File: src/hw/plmr_pkg.sv
// plmr_pkg: shared types and constants of the link-mode resolution block.
// assumes a 200 MHz core clock; only the crossover dwell count derives from the period below.
package plmr_pkg;

    ////////////////////////////////////////////////////////////////////////
    // timing
    localparam int CLK_PERIOD_NS   = 5;     // core clock period
    localparam int XOVER_DWELL_NS  = 10000; // time spent on one pair setting
    localparam int XOVER_DWELL_CYC = XOVER_DWELL_NS / CLK_PERIOD_NS;
    localparam int RXC_HALF_CYC    = 4;     // receive clock half period
    localparam int STRAP_WAIT_CYC  = 3;     // strap settles through sync

    ////////////////////////////////////////////////////////////////////////
    // gigabit role advertisement of either side
    typedef enum logic [1:0] {
        ADV_SINGLE  = 2'b00,
        ADV_MULTI   = 2'b01,
        ADV_MMASTER = 2'b10,
        ADV_MSLAVE  = 2'b11
    } plmr_adv_t;

    // resolved link speed
    typedef enum logic [1:0] {
        SPD_10   = 2'b00,
        SPD_100  = 2'b01,
        SPD_1000 = 2'b10
    } plmr_spd_t;

    // master/slave outcome
    typedef struct packed {
        logic link_ok; // gigabit link may come up
        logic master;  // this end is master
        logic fault;   // both forced to the same role
    } plmr_ms_t;

    // one nibble plus its control line
    typedef struct packed {
        logic       ctrl;
        logic [3:0] d;
    } plmr_nib_t;

    // software configuration word
    typedef struct packed {
        logic auto_mdix_dis;
        logic partial_en;
        logic pair01_manual_cross;
        logic pair23_manual_cross;
        logic txc_dly;
        logic rxc_dly;
    } plmr_cfg_t;

    // delay-enable encodings {txc, rxc}
    localparam logic [1:0] DLY_NONE   = 2'b00;
    localparam logic [1:0] DLY_ID     = 2'b01;
    localparam logic [1:0] DLY_HYBRID = 2'b11;

    // reset value apart from the strapped delay bits
    localparam plmr_cfg_t CFG_RST = '{1'b0, 1'b1, 1'b0, 1'b0, 1'b0, 1'b0};

endpackage

File: src/hw/plmr_sync.sv
// plmr_sync: two-flop synchroniser for a bundle of pin levels.
// assumes each bit is an independent slow level or a sampled clock.
`timescale 1ns/10ps
module plmr_sync #(
    parameter int W = 1
) (
    input  wire logic         i_core_clk,
    input  wire logic         i_sys_rst,
    input  wire logic [W-1:0] i_d,
    output logic      [W-1:0] o_q
);
    logic [W-1:0] meta_ff; // first stage, read only by o_q

    // both stages clear on reset
    always_ff @(posedge i_core_clk or posedge i_sys_rst) begin
        if (i_sys_rst) begin
            meta_ff <= '0;
            o_q     <= '0;
        end else begin
            meta_ff <= i_d;
            o_q     <= meta_ff;
        end
    end
endmodule

File: src/hw/plmr_xover.sv
// plmr_xover: pair crossover search and manual override.
// assumes i_pair_lock comes from line logic on the core clock.
`timescale 1ns/10ps
module plmr_xover
    import plmr_pkg::*;
#(
    parameter int DWELL = XOVER_DWELL_CYC
) (
    input  wire logic i_core_clk,
    input  wire logic i_sys_rst,
    input  wire logic i_restart,
    input  wire logic i_gig,
    input  wire plmr_cfg_t i_cfg,
    input  wire logic i_pair_lock,
    output logic      o_cross01,
    output logic      o_cross23,
    output logic      o_done
);
    typedef enum logic [2:0] {
        XO_STRAIGHT = 3'b000,
        XO_CROSS    = 3'b001,
        XO_C23      = 3'b010,
        XO_C01      = 3'b011,
        XO_DONE     = 3'b100,
        XO_MANUAL   = 3'b101
    } plmr_xo_t;

    plmr_xo_t           state_ff;  // current trial
    plmr_xo_t           nxt_state;
    logic [15:0]        dwell_ff;  // cycles on this trial
    logic               expire;

    assign expire = (dwell_ff == 16'(DWELL - 1));

    ////////////////////////////////////////////////////////////////////////
    // next trial; partial steps only when 2/3 carry signal
    always_comb begin
        nxt_state = state_ff;
        unique case (state_ff)
            XO_STRAIGHT, XO_CROSS, XO_C23, XO_C01: begin
                if (i_pair_lock) begin
                    nxt_state = XO_DONE;
                end else if (expire) begin
                    unique case (state_ff)
                        XO_STRAIGHT: nxt_state = XO_CROSS;
                        XO_CROSS: nxt_state = (i_cfg.partial_en && i_gig) ? XO_C23 : XO_STRAIGHT; // RULE15 RULE16
                        XO_C23: nxt_state = XO_C01; // RULE15
                        default: nxt_state = XO_STRAIGHT;
                    endcase
                end
            end
            XO_DONE, XO_MANUAL: nxt_state = state_ff;
            default: nxt_state = XO_STRAIGHT;
        endcase
        if (i_cfg.auto_mdix_dis) begin
            nxt_state = XO_MANUAL; // RULE14
        end else if (i_restart || state_ff == XO_MANUAL) begin
            nxt_state = XO_STRAIGHT;
        end
    end

    // state and dwell counter
    always_ff @(posedge i_core_clk or posedge i_sys_rst) begin
        if (i_sys_rst) begin
            state_ff <= XO_STRAIGHT;
            dwell_ff <= 16'h0000;
        end else begin
            state_ff <= nxt_state;
            dwell_ff <= (nxt_state != state_ff) ? 16'h0000 : dwell_ff + 16'h0001;
        end
    end

    // pair swaps; the search swaps 2/3 only in gigabit, manual mode takes both bits as set
    always_ff @(posedge i_core_clk or posedge i_sys_rst) begin
        if (i_sys_rst) begin
            o_cross01 <= 1'b0;
            o_cross23 <= 1'b0;
            o_done    <= 1'b0;
        end else begin
            unique case (nxt_state)
                XO_MANUAL: begin
                    o_cross01 <= i_cfg.pair01_manual_cross; // RULE14
                    o_cross23 <= i_cfg.pair23_manual_cross;
                end
                XO_DONE: begin
                    o_cross01 <= o_cross01;
                    o_cross23 <= o_cross23;
                end
                default: begin
                    o_cross01 <= (nxt_state == XO_CROSS) || (nxt_state == XO_C01); // RULE12
                    o_cross23 <= i_gig && ((nxt_state == XO_CROSS) || (nxt_state == XO_C23));
                end
            endcase
            o_done <= (nxt_state == XO_DONE) || (nxt_state == XO_MANUAL);
        end
    end
endmodule

File: src/hw/plmr_top.sv
// plmr_top: gigabit role resolution, forced speed, carrier sense,
// pair crossover and receive-clock delay control of a copper transceiver.
// assumes a 200 MHz core clock; transmit pins come from the mac's clock.
//
// Function
// RULE1: same forced role on both sides: no link
// RULE2: forced slave resolves slave against port preference
// RULE3: forced master resolves master against multi-port
// RULE4: no negotiation: forced 10/100 speed and duplex
// RULE5: forced path never gives gigabit
// RULE6: half duplex: receive during transmit is collision
// RULE7: full duplex: no collision, both directions together
// RULE8: half duplex carrier follows transmit and receive
// RULE9: full duplex carrier follows receive only
// RULE10: gigabit keeps carrier sense low
// RULE11: active mode follows carrier, low mode stays low
// RULE12: swap pairs 0/1, and 2/3 in gigabit
// RULE13: crossover settles before link pulses start
// RULE14: auto crossover default on, manual bits when off
// RULE15: partial order: 2/3 swapped, then 0/1 swapped
// RULE16: partial crossover default on, own enable
// RULE17: report 0:1 and 2:3 crossover result bits
// RULE18: mac drives transmit clock, data, control
// RULE19: device drives receive clock, data, control
// RULE20: id mode delays receive clock here only
// RULE21: hybrid mode delays both clocks here
// RULE22: two delay bits, strap default, id is 01
// RULE23: speed and duplex bits ignored while negotiating
// RULE24: equal preference: random seeds pick roles
`timescale 1ns/10ps
module plmr_top #(
    parameter int SEED_W = 16 // width of the role seeds
) (
    input  wire logic              i_core_clk,
    input  wire logic              i_sys_rst,
    // configuration
    input  wire logic              i_aneg_en,
    input  wire logic [1:0]        i_speed_sel,
    input  wire logic              i_duplex_sel,
    input  wire logic              i_ms_manual_en,
    input  wire logic              i_ms_manual_master,
    input  wire logic              i_ms_multi_port,
    input  wire logic              i_cfg_wr,
    input  wire plmr_pkg::plmr_cfg_t i_cfg,
    input  wire logic              i_crs_active_mode,
    // negotiation outcome
    input  wire plmr_pkg::plmr_adv_t i_lp_adv,
    input  wire logic [SEED_W-1:0] i_seed_local,
    input  wire logic [SEED_W-1:0] i_seed_lp,
    input  wire plmr_pkg::plmr_spd_t i_neg_speed,
    input  wire logic              i_neg_full_dup,
    input  wire logic              i_gig_adv,
    // line side
    input  wire logic              i_pair_lock,
    input  wire logic              i_link_lost,
    input  wire plmr_pkg::plmr_nib_t i_line_rx,
    input  wire logic              i_line_crs,
    // mac transmit pins and strap
    input  wire logic              i_txc,
    input  wire logic              i_txctrl,
    input  wire logic [3:0]        i_txd,
    input  wire logic              i_delay_mode_strap,
    // outputs
    output logic                   o_rxc,
    output plmr_pkg::plmr_nib_t    o_rx,
    output plmr_pkg::plmr_nib_t    o_tx,
    output logic                   o_crs,
    output logic                   o_col,
    output plmr_pkg::plmr_spd_t    o_speed,
    output logic                   o_full_dup,
    output plmr_pkg::plmr_ms_t     o_ms,
    output logic                   o_link_allow,
    output logic                   o_xover_done,
    output logic                   o_flp_go,
    output logic                   o_cross01,
    output logic                   o_cross23,
    output logic                   o_pair01_cross_result,
    output logic                   o_pair23_cross_result,
    output logic                   o_txc_dly_en,
    output logic                   o_rxc_dly_en
);
    import plmr_pkg::*;

    ////////////////////////////////////////////////////////////////////////
    // declarations
    plmr_cfg_t   cfg_ff;       // live configuration
    logic [1:0]  strap_cnt_ff; // waits for strap through sync
    logic        strap_done_ff;
    logic [6:0]  pins_q;       // synced {strap, txc, txctrl, txd}
    logic        txc_q_ff;     // previous synced transmit clock
    logic        txc_rise;
    logic        rise_d_ff;    // rise seen one cycle late
    logic        take_tx;
    logic        tx_act_ff;    // mac transmitting
    plmr_adv_t   local_adv;
    plmr_ms_t    nxt_ms;
    logic        gig;
    logic [2:0]  rxc_cnt_ff;   // receive clock divider
    logic        rxc_base_ff;
    logic        nxt_rxc_base;
    logic        done_q_ff;
    logic        xo_done;

    ////////////////////////////////////////////////////////////////////////
    // pin synchronisers; strap shares the bundle
    plmr_sync #(
        .W (7)
    ) u_sync (
        .i_core_clk (i_core_clk),
        .i_sys_rst  (i_sys_rst),
        .i_d        ({i_delay_mode_strap, i_txc, i_txctrl, i_txd}),
        .o_q        (pins_q)
    );

    // edge of the sampled transmit clock; only the second stage is read
    always_ff @(posedge i_core_clk or posedge i_sys_rst) begin
        if (i_sys_rst) begin
            txc_q_ff  <= 1'b0;
            rise_d_ff <= 1'b0;
        end else begin
            txc_q_ff  <= pins_q[5];
            rise_d_ff <= txc_rise;
        end
    end
    assign txc_rise = pins_q[5] && !txc_q_ff;

    // with our own txc delay the sample point moves one cycle later
    assign take_tx = cfg_ff.txc_dly ? rise_d_ff : txc_rise; // RULE21

    // transmit nibble and activity, taken on the mac's clock edge
    always_ff @(posedge i_core_clk or posedge i_sys_rst) begin
        if (i_sys_rst) begin
            o_tx      <= '0;
            tx_act_ff <= 1'b0;
        end else if (take_tx) begin
            o_tx      <= plmr_nib_t'(pins_q[4:0]);
            tx_act_ff <= pins_q[4];
        end
    end

    ////////////////////////////////////////////////////////////////////////
    // strap capture: a level caught after release, not under reset
    always_ff @(posedge i_core_clk or posedge i_sys_rst) begin
        if (i_sys_rst) begin
            strap_cnt_ff  <= 2'h0;
            strap_done_ff <= 1'b0;
        end else if (!strap_done_ff) begin
            strap_cnt_ff  <= strap_cnt_ff + 2'h1;
            strap_done_ff <= (strap_cnt_ff == 2'(STRAP_WAIT_CYC - 1));
        end
    end

    // configuration word; delay bits default from the strap
    always_ff @(posedge i_core_clk or posedge i_sys_rst) begin
        if (i_sys_rst) begin
            cfg_ff <= CFG_RST; // RULE14 RULE16
        end else if (!strap_done_ff) begin
            if (strap_cnt_ff == 2'(STRAP_WAIT_CYC - 1)) begin
                {cfg_ff.txc_dly, cfg_ff.rxc_dly} <= pins_q[6] ? DLY_HYBRID : DLY_NONE; // RULE22
            end
        end else if (i_cfg_wr) begin
            cfg_ff <= i_cfg; // RULE22
        end
    end

    // delay enables shown to the outside; 01 is id mode
    always_ff @(posedge i_core_clk or posedge i_sys_rst) begin
        if (i_sys_rst) begin
            o_txc_dly_en <= 1'b0;
            o_rxc_dly_en <= 1'b0;
        end else begin
            o_txc_dly_en <= cfg_ff.txc_dly; // RULE20
            o_rxc_dly_en <= cfg_ff.rxc_dly;
        end
    end

    ////////////////////////////////////////////////////////////////////////
    // receive clock divider; data launched on its rising edge
    assign nxt_rxc_base = (rxc_cnt_ff == 3'(RXC_HALF_CYC - 1)) ? !rxc_base_ff : rxc_base_ff;

    always_ff @(posedge i_core_clk or posedge i_sys_rst) begin
        if (i_sys_rst) begin
            rxc_cnt_ff  <= 3'h0;
            rxc_base_ff <= 1'b0;
        end else begin
            rxc_cnt_ff  <= (rxc_cnt_ff == 3'(RXC_HALF_CYC - 1)) ? 3'h0 : rxc_cnt_ff + 3'h1;
            rxc_base_ff <= nxt_rxc_base;
        end
    end

    // clock out: aligned with data, or one cycle late when delayed
    always_ff @(posedge i_core_clk or posedge i_sys_rst) begin
        if (i_sys_rst) begin
            o_rxc <= 1'b0;
            o_rx  <= '0;
        end else begin
            o_rxc <= cfg_ff.rxc_dly ? rxc_base_ff : nxt_rxc_base; // RULE19 RULE20
            if (nxt_rxc_base && !rxc_base_ff) begin
                o_rx <= i_line_rx; // RULE19
            end
        end
    end

    ////////////////////////////////////////////////////////////////////////
    // speed and duplex: negotiated result or forced bits
    always_ff @(posedge i_core_clk or posedge i_sys_rst) begin
        if (i_sys_rst) begin
            o_speed    <= SPD_10;
            o_full_dup <= 1'b0;
        end else if (i_aneg_en) begin
            o_speed    <= i_neg_speed; // RULE23
            o_full_dup <= i_neg_full_dup;
        end else begin
            // gigabit selection falls back to 100, never forced
            o_speed    <= (i_speed_sel == 2'h0) ? SPD_10 : SPD_100; // RULE4 RULE5
            o_full_dup <= i_duplex_sel; // RULE4
        end
    end

    assign gig = (o_speed == SPD_1000);

    ////////////////////////////////////////////////////////////////////////
    // carrier sense and collision
    always_ff @(posedge i_core_clk or posedge i_sys_rst) begin
        if (i_sys_rst) begin
            o_crs <= 1'b0;
            o_col <= 1'b0;
        end else begin
            if (gig || !i_crs_active_mode) begin
                o_crs <= 1'b0; // RULE10 RULE11
            end else if (o_full_dup) begin
                o_crs <= i_line_crs; // RULE9
            end else begin
                o_crs <= i_line_crs || tx_act_ff; // RULE8 RULE11
            end
            // full duplex never flags collision
            o_col <= !o_full_dup && !gig && tx_act_ff && i_line_crs; // RULE6 RULE7
        end
    end

    ////////////////////////////////////////////////////////////////////////
    // gigabit master/slave resolution
    assign local_adv = i_ms_manual_en ? (i_ms_manual_master ? ADV_MMASTER : ADV_MSLAVE)
                                      : (i_ms_multi_port ? ADV_MULTI : ADV_SINGLE);

    always_comb begin
        nxt_ms = '{1'b1, 1'b0, 1'b0};
        if (local_adv == i_lp_adv && i_ms_manual_en) begin
            nxt_ms = '{1'b0, 1'b0, 1'b1}; // RULE1
        end else if (local_adv == ADV_MMASTER) begin
            nxt_ms.master = 1'b1; // RULE3
        end else if (local_adv == ADV_MSLAVE) begin
            nxt_ms.master = 1'b0; // RULE2
        end else if (i_lp_adv == ADV_MMASTER) begin
            nxt_ms.master = 1'b0;
        end else if (i_lp_adv == ADV_MSLAVE) begin
            nxt_ms.master = 1'b1;
        end else if (local_adv != i_lp_adv) begin
            nxt_ms.master = (local_adv == ADV_MULTI);
        end else begin
            // equal seeds give no winner; negotiation retries
            nxt_ms.link_ok = (i_seed_local != i_seed_lp); // RULE24
            nxt_ms.master  = (i_seed_local > i_seed_lp);
        end
    end

    // role outcome and link permission
    always_ff @(posedge i_core_clk or posedge i_sys_rst) begin
        if (i_sys_rst) begin
            o_ms         <= '0;
            o_link_allow <= 1'b0;
        end else begin
            o_ms         <= nxt_ms;
            o_link_allow <= !gig || nxt_ms.link_ok; // RULE1
        end
    end

    ////////////////////////////////////////////////////////////////////////
    // pair crossover
    plmr_xover u_xover (
        .i_core_clk  (i_core_clk),
        .i_sys_rst   (i_sys_rst),
        .i_restart   (i_link_lost),
        .i_gig       (i_gig_adv),
        .i_cfg       (cfg_ff),
        .i_pair_lock (i_pair_lock),
        .o_cross01   (o_cross01),
        .o_cross23   (o_cross23),
        .o_done      (xo_done)
    );

    // results latched as resolution finishes; pulses wait for it
    always_ff @(posedge i_core_clk or posedge i_sys_rst) begin
        if (i_sys_rst) begin
            done_q_ff             <= 1'b0;
            o_xover_done          <= 1'b0;
            o_flp_go              <= 1'b0;
            o_pair01_cross_result <= 1'b0;
            o_pair23_cross_result <= 1'b0;
        end else begin
            done_q_ff    <= xo_done;
            o_xover_done <= xo_done;
            o_flp_go     <= xo_done && done_q_ff && i_aneg_en; // RULE13
            if (xo_done && !done_q_ff) begin
                o_pair01_cross_result <= o_cross01; // RULE17
                o_pair23_cross_result <= o_cross23;
            end
        end
    end
endmodule

File: config.mk
export PLATFORM = sky130hd
export DESIGN_NAME = plmr_top
export DESIGN_NICKNAME = d
export VERILOG_FILES = /design/src/hw/plmr_pkg.sv /design/src/hw/plmr_sync.sv /design/src/hw/plmr_xover.sv /design/src/hw/plmr_top.sv
export SDC_FILE = /design/constraint.sdc
export NUM_CORES = 1
export LEC_CHECK = 0
export BUFFER_PORTS_ARGS = -buffer_cell sky130_fd_sc_hd__buf_2
export CAP_MARGIN = 20
export CORE_ASPECT_RATIO = 0.7
export CORE_MARGIN = 5
export CORE_UTILIZATION = 56
export DETAILED_ROUTE_END_ITERATION = 10
export GPL_TIMING_DRIVEN = 0
export PLACE_DENSITY_LB_ADDON = 0.08
export SETUP_SLACK_MARGIN = 0.05
export SLEW_MARGIN = 20
export SYNTH_ARGS = -nofsm -noshare
export SYNTH_HDL_FRONTEND = slang
export SYNTH_SLANG_ARGS = --single-unit
File: constraint.sdc
create_clock -name i_core_clk -period 5.6 [get_ports i_core_clk]
set_input_delay 0.56 -clock i_core_clk [delete_from_list [all_inputs] [get_ports i_core_clk]]
set_output_delay 0.56 -clock i_core_clk [all_outputs]
set_load 0.005 [all_outputs]
; Yosys cells after proc, flatten, opt, wreduce, memory -nomap -nowiden
; Index checks and enable logic that the tools add are counted.
; W data, S select, Z words.
[op_classes]
eq_ne = 24
mux = 39
magnitude_cmp = 1
addsub = 3
n_reduce_logical = 31
[op_table]
columns = operator, count
row1 = $mux W1, 21
row2 = $add A16 B1 Y16 const B, 1
row3 = $eq A16 B11 Y1 const B, 1
row4 = $gt A16 B16 Y1, 1
row5 = $mux W16, 1
row6 = $mux W2, 8
row7 = $ne A16 B16 Y1, 1
row8 = $eq A3 B2 Y1 const B, 5
row9 = $mux W3, 5
row10 = $eq A2 B2 Y1 const B, 6
row11 = $eq A3 B3 Y1 const B, 4
row12 = $logic_and A1 B1 Y1, 11
row13 = $pmux W3 S3, 1
row14 = $logic_or A1 B1 Y1, 7
row15 = $eq A3 B1 Y1 const B, 2
row16 = $logic_not A1 Y1, 6
row17 = $pmux W3 S2, 1
row18 = $pmux W1 S2, 2
row19 = $reduce_and A2 Y1, 2
row20 = $reduce_or A4 Y1, 1
row21 = $add A3 B1 Y3 const B, 1
row22 = $logic_not A3 Y1, 1
row23 = $ne A3 B3 Y1, 1
row24 = $add A2 B1 Y2 const B, 1
row25 = 7 further kinds, 7
[totals]
inputBits = 70
register_bits = 77
elab_cells = 136

; Depth between registers and ports, before layout
[depth]
word_depth = 12
mapped_depth = 8
ltp_nobuf = 7

; Modules after synthesis
; A second synthesis with hierarchy kept.
[hier_totals]
cells_unflattened = 293
area_unflattened_um2 = 3450.8
[by_module_without_submodules]
columns = mod, n_inst, seq_area_each_um2, area_each_um2, cells_per_inst
row1 = plmr_top, 1, 1027.2, 1953.1, 167
row2 = plmr_xover, 1, 550.5, 1143.6, 111
row3 = plmr_sync, 1, 350.3, 354.1, 15

; Least setup slack after synthesis
; No wires, ideal clock.
[synth_path]
path_type = input to register
startpoint = in i_seed_lp[14]
endpoint = reg o_link_allow
setup_ps = 127
arrival_ps = 1918
cell_stages = 7
path_slack_ps = 3554
cell_sequence = inv_1 -> ha_1 -> nand4_1 -> nor4_1 -> o2111a_1 -> nor2_1 -> or2_2
[synth_lines]
columns = item, line
row1 = start: declaration, plmr_top.sv:49  ; input wire logic [SEED_W-1:0] i_seed_lp,
row2 = end signal: assignment, plmr_top.sv:274  ; o_link_allow <= !gig || nxt_ms.link_ok;
row3 = end: declaration, plmr_top.sv:72  ; output logic o_link_allow,

==> reports/results.ini <==
[floorplanning]
boundaryPins=98
coreArea_mm2=0.00616
die-area_mm2=0.00797
floorplan.initialDensity_pct=56.9
chipHeight_um=76.2
die-width_um=105
core.rowCount=24

[cts]
numCtsBuffers=9
cts_tree=done
ctsResizeCount=0
clk_pin_slew_ns=0.08
cts_max_path_buffers=2
postCtsHoldBufs=0
root_buffer=sky130_fd_sc_hd__clkbuf_8
post_cts_buffers=0
worst_skew_pair.late_latency_ns=0.35
cts_htree_levels=3
clock_sinks=77

[pwr]
power_frac_clock_pct=36.9
cell_internal_pwr_uw=935
net-switching-power_uw=307
total_power_uw=1240
seqPwrFrac_pct=49.6
leakagePower_uw=0.00214
p_sw_share_pct=24.7
share_of_power_burned_in_combinational_logic_pct=13.5
maximum_vdd_ir_drop_uv=253
cellPowerDensity_mw_per_mm2=287

[grt]
via_count_of_the_first_global_routing_pass=2474
globalRouteTotalUtil_pct=18.2
globalRoute.totalOverflow=0
grt_start_max_net_pins=41
grt_antenna_before_repair=0
grt_pass1_wl_mm=11.7

[sta]
report.final.slew_viol_count=0
finalWorstSetupSlack_ns=3.62
fin_tns_setup_ns=0
final_period_minus_worst_setup_slack_ns=1.98
period_share_pct=35.3
worstMarginPinSlew_ns=0.547
hold_viol=0
report.final.setup_viol=0
fin_worst_hold_slack_ns=0.250
clock_skew_ns=0.00668
achievable-frequency_ghz=0.506
max_slew_margin_pct=62.5
setup_repair_after_global_routing_missed_its_margin=no

[finish]
nNetsFinal=504
mostFrequentLayoutCell=sky130_fd_sc_hd__buf_2
most-common-layout-cells=sky130_fd_sc_hd__buf_2 (97), sky130_fd_sc_hd__dfrtp_1 (76), sky130_fd_sc_hd__inv_1 (26)
insertedDiodeCount=0
p_r_area_growth_vs_syn_pct=23.6
sequential_cell_area_mm2=0.00193
layout.filler_cells=462
layout_cells_sized_above_1_pct=36.3
multi_input_area_mm2=0.00142

[synthesis]
async_reset_ff_share_pct=100
seq_area_frac_synth_pct=55.0
synth.distinct_cells=50
yosys_register_bits=77
synthesis.area_mm2=0.00350
synth_flop_cell=sky130_fd_sc_hd__dfrtp_1
ys.warnings.count=0
synth_enable_flop_cells=0
synth.net_count=395
syn_inst=305
avgSynthCellArea_um2=11.5

[detailed_routing]
detailedRoute.firstIterationViolations=116
drcViolationCount=0
via_count=2491
wire_length_after_detailed_routing_mm=6.68
drt_pass1_iterations=4
drt-vias-per-instance=5.01
ant_nets=0
drt-wirelength-per-cell_um=13.4

[worst_setup_path]
timing.critical_path.arrival_ns=2.21
critPathMaxFanout=3
cp.required_ns=5.83
critPathCaptureType=flip-flop
ff2ff_setup_slack_ns=3.74
path_class=input port to flip-flop
setup.worst_path.start_class=input port

[run_status]
status=finished, final reports clean

[min_path]
worst_hold_path_type=input port to async pin

[placed_design]
place.gp.congestion=0.782
buffer_ports.inserted=97
pre_cts_slack_ns=3.26
hpwl_dp_mm=5.10

[flow_run]
cap_violations=0

## state kept, by name (all words and copies together), names as in the netlist, 4 cells and up
| signal | count |
|---|---|
| u_xover.dwell_ff | 16 |
| u_sync.meta_ff | 7 |
| u_sync.o_q | 7 |
| cfg_ff | 6 |
| o_rx | 5 |
| o_tx | 4 |
## through the flow
stage	std cells	utilization [%]	instance area, um2
after floorplan	305	-	3500
after global routing	497	70.4	4330
after global placement	480	66.4	4090
final	497	70.4	4330
after CTS	497	70.4	4330
after detailed placement	481	66.8	4110
## final timing paths
kind                                      from                   to  depth (start not counted)
max                              i_seed_lp[15]         o_link_allow                          8
min                                  i_sys_rst              o_tx[0]                          2
max reg2reg                u_xover.dwell_ff[0]  u_xover.dwell_ff[9]                          8
min reg2reg                  u_sync.meta_ff[3]        u_sync.o_q[3]                          0
max in group asynchronous            i_sys_rst            cfg_ff[4]                          3
min in group i_core_clk               i_txd[2]    u_sync.meta_ff[2]                          1
## routing by layer
| layer | vias up | wire length [um] | GRT usage (%) |
|---|---|---|---|
| met5 | - | 0 | 0 |
| met4 | 0 | 103 | 6.60 |
| met3 | 9 | 545 | 7.28 |
| met2 | 78 | 2760 | 25.8 |
| met1 | 1143 | 3270 | 25.2 |
| li1 | 1261 | - | - |
## critical path, cell delays in order
cell                       delay [ns]
sky130_fd_sc_hd__buf_2           0.08
sky130_fd_sc_hd__inv_1           0.03
sky130_fd_sc_hd__ha_1            0.27
sky130_fd_sc_hd__nand4_1         0.16
sky130_fd_sc_hd__nor4_1          0.52
sky130_fd_sc_hd__o2111a_1        0.26
sky130_fd_sc_hd__nor2_1          0.05
sky130_fd_sc_hd__or2_2           0.27
## power by group through the flow
stage,Clock (uW),Combinational (uW),Sequential (uW)
floorplan,0,94.9,626
global placement,0,165,626
detailed placement,0,171,628
CTS,469,172,616
global route,499,192,622
finish,458,168,616
## Yosys cell counts, drive strengths merged, types with 2 or more instances
cell    number  share of area (%)
dfrtp       76                 54
nor2        28                3.2
inv         27                2.9
ha          20                7.1
mux2        19                6.1
nand2       19                2.0
o21ai       13                1.9
a21oi       10                1.5
nand4        8                1.4
xnor2        8                2.0
nor2b        7                1.2
xor2         7                2.0
nand2b       6                1.1
nand3        6               0.86
a21o         5                1.1
and3         4               0.71
buf          4                1.2
mux2i        3               0.86
nor4         3               0.54
a211oi       2               0.43
a31oi        2               0.36
and4         2               0.50
clkbuf       2               0.32
nor3         2               0.43
o211ai       2               0.43
or2          2               0.36
or2b         2               0.46
or3          2               0.39
## cell families (layout without fill, tap and decap cells)
family | Yosys count | count (layout) | synth area share [%]
xor+xnor | 15 | 15 | 3.96
flops | 77 | 77 | 55.0
buf+inv | 33 | 147 | 4.39
fa+ha+maj | 20 | 20 | 7.14
mux | 22 | 22 | 6.96
simple gates | 96 | 96 | 14.4
compound gates | 42 | 42 | 8.14
## final cells by class
| class | count | area share [%] |
|---|---|---|
| Tap cell | 78 | 2.25 |
| Buffer | 6 | 1.21 |
| Timing Repair Buffer | 98 | 11.7 |
| Clock inverter | 7 | 2.25 |
| Multi-Input combinational cell | 195 | 32.8 |
| Inverter | 27 | 2.40 |
| Sequential cell | 77 | 44.5 |
| Clock buffer | 9 | 2.86 |
(Power assumes the default switching activity.)
